**src/pph_regs.vh**
```
`ifndef PPH_REGS_VH
`define PPH_REGS_VH
// Register select codes on the host address lines
`define PPH_ADDR_SPI      2'h0
`define PPH_ADDR_DISP     2'h1
`define PPH_ADDR_DBG      2'h2
`define PPH_ADDR_BOOT     2'h3
// Reset values
`define PPH_SPI_RST       8'h60
`define PPH_DISP_RST      8'h00
`define PPH_DBG_RST       7'h62
`define PPH_PSEL_RST      1'h0
// Control register 0 fields
`define PPH_SPI_CLK       0
`define PPH_SPI_MOSI_LVL  1
`define PPH_SPI_MISO_LVL  2
`define PPH_SPI_MOSI_DIR  3
`define PPH_SPI_MISO_DIR  4
`define PPH_SPI_EE_SEL    5
`define PPH_SPI_CODEC_SEL 6
`define PPH_SPI_DSP_SEL   7
// Control register 2 fields
`define PPH_DBG_GPIO_LVL  0
`define PPH_DBG_GPIO_DIR  1
`define PPH_DBG_CLK       2
`define PPH_DBG_DATA_LVL  3
`define PPH_DBG_DATA_DIR  4
`define PPH_DBG_LE_LOW    5
`define PPH_DBG_LE_HIGH   6
// Control register 3 fields
`define PPH_BOOT_PSEL     0
`define PPH_BOOT_PIN      1
`endif

```
**src/pph_host_port.v**
```verilog
`timescale 1ns/1ns
`include "pph_regs.vh"
// How it works
// - Four registers of up to 8 bits (register 2 keeps 7, register 3 keeps 2), selected by address lines
// - Register 0: clock, levels, directions, selects
// - Direction bit 1 drives line, 0 input
// - Register 0 resets to 0110 0000
// - Register 1 display data, resets zero
// - Register 2 GPIO, debug, latches; resets x1100010
// - Debug direction routes debug data either way
// - GPIO direction drives or senses DSP line
// - Both display latch enables active low
// - Register 3: port select, boot level
// - Boot bit keeps its value through reset
// - Status 0: MOSI, MISO, service request
// - Status 1: three board switch states and sample rate flag
// - Status 2: debug input, GPIO input
// - Status 3: four DSP command flags
// - DSP request low to send, high to receive
module pph_host_port (
  input  wire       sys_clk,
  input  wire       rst_n,
  input  wire [7:0] host_data,
  input  wire       host_strobe_n,
  input  wire [1:0] host_addr,
  output reg  [3:0] host_status,
  output reg        serial_clock_bit,
  output reg        mosi_out,
  output reg        mosi_oe,
  input  wire       mosi_in,
  output reg        miso_out,
  output reg        miso_oe,
  input  wire       miso_in,
  output reg        eeprom_select_n,
  output reg        codec_select_n,
  output reg        dsp_select_n,
  output reg  [7:0] display_data,
  output reg        low_digit_latch_n,
  output reg        high_digit_latch_n,
  output reg        gpio_out,
  output reg        gpio_oe,
  input  wire       gpio_sense,
  output reg        debug_clock_bit,
  output reg        debug_out,
  output reg        debug_oe,
  input  wire       debug_sense,
  output reg        external_port_select_n,
  output reg        dsp_boot_level,
  input  wire       service_request_n,
  input  wire       local_switch,
  input  wire       master_switch,
  input  wire       audio_format_switch,
  input  wire       sample_rate_flag,
  input  wire [3:0] command_flags
);

  reg       rst_meta_q;
  reg       rst_sync_q;
  reg [7:0] spi_pin_control_q;
  reg [7:0] segment_display_data_q;
  reg [6:0] debug_gpio_display_control_q;
  reg       port_select_q;
  reg       boot_level_q;
  reg       strobe_q;
  reg [3:0] status_d;

  wire wr_pulse = ~host_strobe_n & strobe_q;

  // Address decode shared by every register and the boot bit
  function pph_hit;
    input       wr;
    input [1:0] addr;
    input [1:0] code;
    begin
      pph_hit = wr & (addr == code);
    end
  endfunction

  wire wr_spi  = pph_hit(wr_pulse, host_addr, `PPH_ADDR_SPI);
  wire wr_disp = pph_hit(wr_pulse, host_addr, `PPH_ADDR_DISP);
  wire wr_dbg  = pph_hit(wr_pulse, host_addr, `PPH_ADDR_DBG);
  wire wr_boot = pph_hit(wr_pulse, host_addr, `PPH_ADDR_BOOT);

  // Synchronised reset release
  always @(posedge sys_clk or negedge rst_n) begin
    if (!rst_n) begin
      rst_meta_q <= 1'b0;
      rst_sync_q <= 1'b0;
    end else begin
      rst_meta_q <= 1'b1;
      rst_sync_q <= rst_meta_q;
    end
  end

  // Edge of strobe so one assertion writes once
  always @(posedge sys_clk or negedge rst_sync_q) begin
    if (!rst_sync_q) begin
      strobe_q <= 1'b1;
    end else begin
      strobe_q <= host_strobe_n;
    end
  end

  // Each register has its own process; unaddressed ones hold
  always @(posedge sys_clk or negedge rst_sync_q) begin
    if (!rst_sync_q) begin
      spi_pin_control_q <= `PPH_SPI_RST;
    end else if (wr_spi) begin
      spi_pin_control_q <= host_data;
    end
  end

  always @(posedge sys_clk or negedge rst_sync_q) begin
    if (!rst_sync_q) begin
      segment_display_data_q <= `PPH_DISP_RST;
    end else if (wr_disp) begin
      segment_display_data_q <= host_data;
    end
  end

  // Reserved bit 7 is not stored
  always @(posedge sys_clk or negedge rst_sync_q) begin
    if (!rst_sync_q) begin
      debug_gpio_display_control_q <= `PPH_DBG_RST;
    end else if (wr_dbg) begin
      debug_gpio_display_control_q <= host_data[6:0];
    end
  end

  always @(posedge sys_clk or negedge rst_sync_q) begin
    if (!rst_sync_q) begin
      port_select_q <= `PPH_PSEL_RST;
    end else if (wr_boot) begin
      port_select_q <= host_data[`PPH_BOOT_PSEL];
    end
  end

  // Boot level has no reset so it survives a board reset
  always @(posedge sys_clk) begin
    if (wr_boot) begin
      boot_level_q <= host_data[`PPH_BOOT_PIN];
    end
  end

  always @* begin
    case (host_addr)
      `PPH_ADDR_SPI: begin
        status_d = {1'b0, service_request_n, miso_in, mosi_in};
      end
      `PPH_ADDR_DISP: begin
        status_d = {sample_rate_flag, audio_format_switch,
                    master_switch, local_switch};
      end
      `PPH_ADDR_DBG: begin
        status_d = {2'b00, gpio_sense, debug_sense};
      end
      default: begin
        status_d = command_flags;
      end
    endcase
  end

  // Status follows the address one clock later
  always @(posedge sys_clk or negedge rst_sync_q) begin
    if (!rst_sync_q) begin
      host_status <= 4'h0;
    end else begin
      host_status <= status_d;
    end
  end

  // One flop per pin; costs a cycle of lag behind each write
  always @(posedge sys_clk or negedge rst_sync_q) begin
    if (!rst_sync_q) begin
      serial_clock_bit <= 1'b0;
    end else begin
      serial_clock_bit <= spi_pin_control_q[`PPH_SPI_CLK];
    end
  end

  always @(posedge sys_clk or negedge rst_sync_q) begin
    if (!rst_sync_q) begin
      mosi_out <= 1'b0;
    end else begin
      mosi_out <= spi_pin_control_q[`PPH_SPI_MOSI_LVL];
    end
  end

  always @(posedge sys_clk or negedge rst_sync_q) begin
    if (!rst_sync_q) begin
      mosi_oe <= 1'b0;
    end else begin
      mosi_oe <= spi_pin_control_q[`PPH_SPI_MOSI_DIR];
    end
  end

  always @(posedge sys_clk or negedge rst_sync_q) begin
    if (!rst_sync_q) begin
      miso_out <= 1'b0;
    end else begin
      miso_out <= spi_pin_control_q[`PPH_SPI_MISO_LVL];
    end
  end

  always @(posedge sys_clk or negedge rst_sync_q) begin
    if (!rst_sync_q) begin
      miso_oe <= 1'b0;
    end else begin
      miso_oe <= spi_pin_control_q[`PPH_SPI_MISO_DIR];
    end
  end

  always @(posedge sys_clk or negedge rst_sync_q) begin
    if (!rst_sync_q) begin
      eeprom_select_n <= 1'b1;
    end else begin
      eeprom_select_n <= spi_pin_control_q[`PPH_SPI_EE_SEL];
    end
  end

  always @(posedge sys_clk or negedge rst_sync_q) begin
    if (!rst_sync_q) begin
      codec_select_n <= 1'b1;
    end else begin
      codec_select_n <= spi_pin_control_q[`PPH_SPI_CODEC_SEL];
    end
  end

  // Low in reset so the DSP wakes in its serial mode
  always @(posedge sys_clk or negedge rst_sync_q) begin
    if (!rst_sync_q) begin
      dsp_select_n <= 1'b0;
    end else begin
      dsp_select_n <= spi_pin_control_q[`PPH_SPI_DSP_SEL];
    end
  end

  always @(posedge sys_clk or negedge rst_sync_q) begin
    if (!rst_sync_q) begin
      display_data <= 8'h00;
    end else begin
      display_data <= segment_display_data_q;
    end
  end

  always @(posedge sys_clk or negedge rst_sync_q) begin
    if (!rst_sync_q) begin
      low_digit_latch_n <= 1'b1;
    end else begin
      low_digit_latch_n <=
        debug_gpio_display_control_q[`PPH_DBG_LE_LOW];
    end
  end

  always @(posedge sys_clk or negedge rst_sync_q) begin
    if (!rst_sync_q) begin
      high_digit_latch_n <= 1'b1;
    end else begin
      high_digit_latch_n <=
        debug_gpio_display_control_q[`PPH_DBG_LE_HIGH];
    end
  end

  always @(posedge sys_clk or negedge rst_sync_q) begin
    if (!rst_sync_q) begin
      gpio_out <= 1'b0;
    end else begin
      gpio_out <= debug_gpio_display_control_q[`PPH_DBG_GPIO_LVL];
    end
  end

  always @(posedge sys_clk or negedge rst_sync_q) begin
    if (!rst_sync_q) begin
      gpio_oe <= 1'b1;
    end else begin
      gpio_oe <= debug_gpio_display_control_q[`PPH_DBG_GPIO_DIR];
    end
  end

  always @(posedge sys_clk or negedge rst_sync_q) begin
    if (!rst_sync_q) begin
      debug_clock_bit <= 1'b0;
    end else begin
      debug_clock_bit <= debug_gpio_display_control_q[`PPH_DBG_CLK];
    end
  end

  always @(posedge sys_clk or negedge rst_sync_q) begin
    if (!rst_sync_q) begin
      debug_out <= 1'b0;
    end else begin
      debug_out <= debug_gpio_display_control_q[`PPH_DBG_DATA_LVL];
    end
  end

  always @(posedge sys_clk or negedge rst_sync_q) begin
    if (!rst_sync_q) begin
      debug_oe <= 1'b0;
    end else begin
      debug_oe <= debug_gpio_display_control_q[`PPH_DBG_DATA_DIR];
    end
  end

  always @(posedge sys_clk or negedge rst_sync_q) begin
    if (!rst_sync_q) begin
      external_port_select_n <= 1'b0;
    end else begin
      external_port_select_n <= port_select_q;
    end
  end

  // No reset: the DSP samples this pin while the board resets
  // Unwritten boot bit is unknown until the host sets it
  always @(posedge sys_clk) begin
    dsp_boot_level <= boot_level_q;
  end

endmodule // pph_host_port

```
**config.mk**
```make
export PLATFORM = sky130hd
export DESIGN_NAME = pph_host_port
export DESIGN_NICKNAME = d
export VERILOG_FILES = /design/src/pph_host_port.v
export VERILOG_INCLUDE_DIRS = /design/src
export SDC_FILE = /design/constraint.sdc
export NUM_CORES = 1
export LEC_CHECK = 0
export ABC_AREA = 1
export BUFFER_PORTS_ARGS = -buffer_cell sky130_fd_sc_hd__buf_2
export CORE_ASPECT_RATIO = 0.75
export CORE_MARGIN = 10
export CORE_UTILIZATION = 50
export DETAILED_ROUTE_END_ITERATION = 8
export PLACE_DENSITY = 0.84
export SLEW_MARGIN = 10
export SYNTH_ARGS = -nofsm -noshare
export SYNTH_HDL_FRONTEND = slang
export SYNTH_SLANG_ARGS = --single-unit
```
**constraint.sdc**
```tcl
create_clock -name sys_clk -period 2 [get_ports sys_clk]
set_clock_uncertainty 0.1 [all_clocks]
set_input_delay 0.2 -clock sys_clk [delete_from_list [all_inputs] [get_ports sys_clk]]
set_output_delay 0.2 -clock sys_clk [all_outputs]
set_load 0.05 [all_outputs]
```
==> metrics.txt <==
Tot GR Track Use=14.1%; area growth from synthesis to layout=37.6%; dpl cell area=2290 sq um; Finished Cell Area=2700 sq um; initial antenna violation count=0; worst vdd ir=0.775 mV; most common cell after layout, fill and taps aside=nand2_1; Final period util=72.6%; worst-path fanout max=1; CTS Buffer Depth=2; worst r2r path cells=2; Hold Path Stages=3; Final ANT Viol Nets=0; most frequent cells in the layout=nand2_1, buf_2, dfrtp_1; die area=6850 sq um; placed cells=275; Iteration-0 DRC Markers=127; clock share of power=38.4%; minimum clock period=1450 ps; Placeable Area=3710 sq um; Netlist Area Pre-Place=1960 sq um; cells after synthesis=170; P_leak=0.00143 uW; TritonCTS clock tree=done; net count after synthesis=196; status=complete, no violations; Root Driver=clkbuf_8; row count=19; vias in the first global route=1,513; clock slew at reported path FFs=60 ps; I/O pins=55; post-synth cell types=17; Flop pwr share=42.1%; final setup fails=0; fraction of layout cells with a size suffix above 1=39.0%; Avg Inst Size Synth=11.5 sq um; crit end category=flip-flop; Vias/cell=4.73; drt total wl=4500 um; CP Class=in2reg; largest net degree at the start of global routing=43; clk_lat worst skew=340 ps; Final Core Density=72.7%; DRC Markers=0; Gate power share=19.6%; routed vias=1,446; HPWL Detailed=2990 um; register area share after synthesis=73.5%; Finished Layout Cells=306; TritonRoute pass-1 iters=4; wire per inst=14.7 um; Max Fclk=689 MHz; CP startpoint kind=input pin; gr ovfl total=0; IO Port Bufs=54; register bit count reported by yosys=57; H-tree levels=3; Pins Over Slew Limit=0; CTS Sinks=57; Required @ worst endpoint=2110 ps; warnings from Yosys=0; setup TNS=0 ps; switching pwr=1070 uW; Hold WC Path Type=in2reg; Layout Nets=275; Die Height=74.2 um; RSZ-0062 raised after global routing=false; Internal Power=2400 uW; Pwr Density=1290 nW/um^2; CTS Buf Count=9; Arrival @ worst endpoint=1560 ps; PostCTS Resize Cnt=0; routability congestion estimate=0.811; die width=92.3 um; global-route wire length before repair=7330 um; antenna cells=0; Hold Vio Cnt, Final=0; Sw Share=30.8%; Max-Cap Viols=0; Initial Utilization=52.8%
[timing repair]
action                                 4_1_cts  5_1_grt
buffers inserted                             0        0
endpoints found under the hold margin       19        0
hold buffers                                15        0
[final timing paths]
check                                     from                     end  slack, ps
setup / recovery           audio_format_switch          host_status[2]        550
hold / removal                command_flags[0]          host_status[0]         20
setup reg to reg                      strobe_q            boot_level_q        710
hold reg to reg                     rst_sync_q  external_port_select_n         40
max in group asynchronous           rst_sync_q    spi_pin_control_q[6]       1200
min in group asynchronous           rst_sync_q  external_port_select_n         40
[power by group through the flow]
| stage | clock (uW) | combinational [uW] | sequential [uW] |
|---|---|---|---|
| 2_1_floorplan | 0 | 114 | 1830 |
| 3_3_place_gp | 0 | 646 | 1470 |
| 3_5_place_dp | 0 | 654 | 1480 |
| 4_1_cts | 1350 | 682 | 1460 |
| 5_1_grt | 1400 | 722 | 1480 |
| 6_report | 1330 | 678 | 1460 |
[synth_stat cells]
cell type,count,area (sq um)
dfxtp_1,1,20.0
edfxtp_1,1,30.0
nand4_1,2,12.5
dfrtp_1,44,1100
inv_2,6,22.5
nand2_1,81,304
nand2_2,4,25.0
nand2_4,1,11.3
conb_1,1,3.75
nor2_4,4,45.0
dfstp_2,11,289
buf_6,2,22.5
inv_1,2,7.51
o21ai_0,1,5.00
nand3_1,7,35.0
nor2_1,1,3.75
nor2_8,1,20.0
[worst max-delay path: stages]
cell and delay [ps]:
dlygate4sd3_1 540, buf_2 120, nand2_1 50, nand3_1 80, dlygate4sd3_1 570
[logic make-up after synthesis]
family                 synth area share [%]
and+or+nand+nor                        23.3
buffers and inverters                  2.68
other                                 0.192
AOI/OAI and AO/OA                     0.255
DFF                                    73.5
[metal layers]
metal	track usage, %	up-vias	part of all wire, %
met5	0	-	0
met4	5.46	0	2.0
met3	9.05	14	13
met2	21.7	76	45
met1	15.5	676	40
li1	-	680	-
[final cells by class]
cell class	instances	area (sq um)
repair buffers	70	440
inverters	8	30.0
clock inverters	6	115
fillers	261	1010
clock buffers	10	138
well taps	52	65.1
flip-flops and latches	57	1440
multi-input cells	103	465
[sequential cells by signal, summed over array words and instances, names as in the netlist, 4 cells and up]
register	flops
segment_display_data_q	8
spi_pin_control_q	8
debug_gpio_display_control_q	7
display_data	8
host_status	4
[per-stage QoR]
stage	setup slack, ps	hold slack [ps]	power [uW]
6_report	549	24.6	3470
5_1_grt	543	29.2	3610
4_1_cts	569	11.4	3480
3_5_place_dp	766	-112	2130
3_3_place_gp	798	-115	2110
2_1_floorplan	275	-196	1940
(Power assumes the default switching activity.)
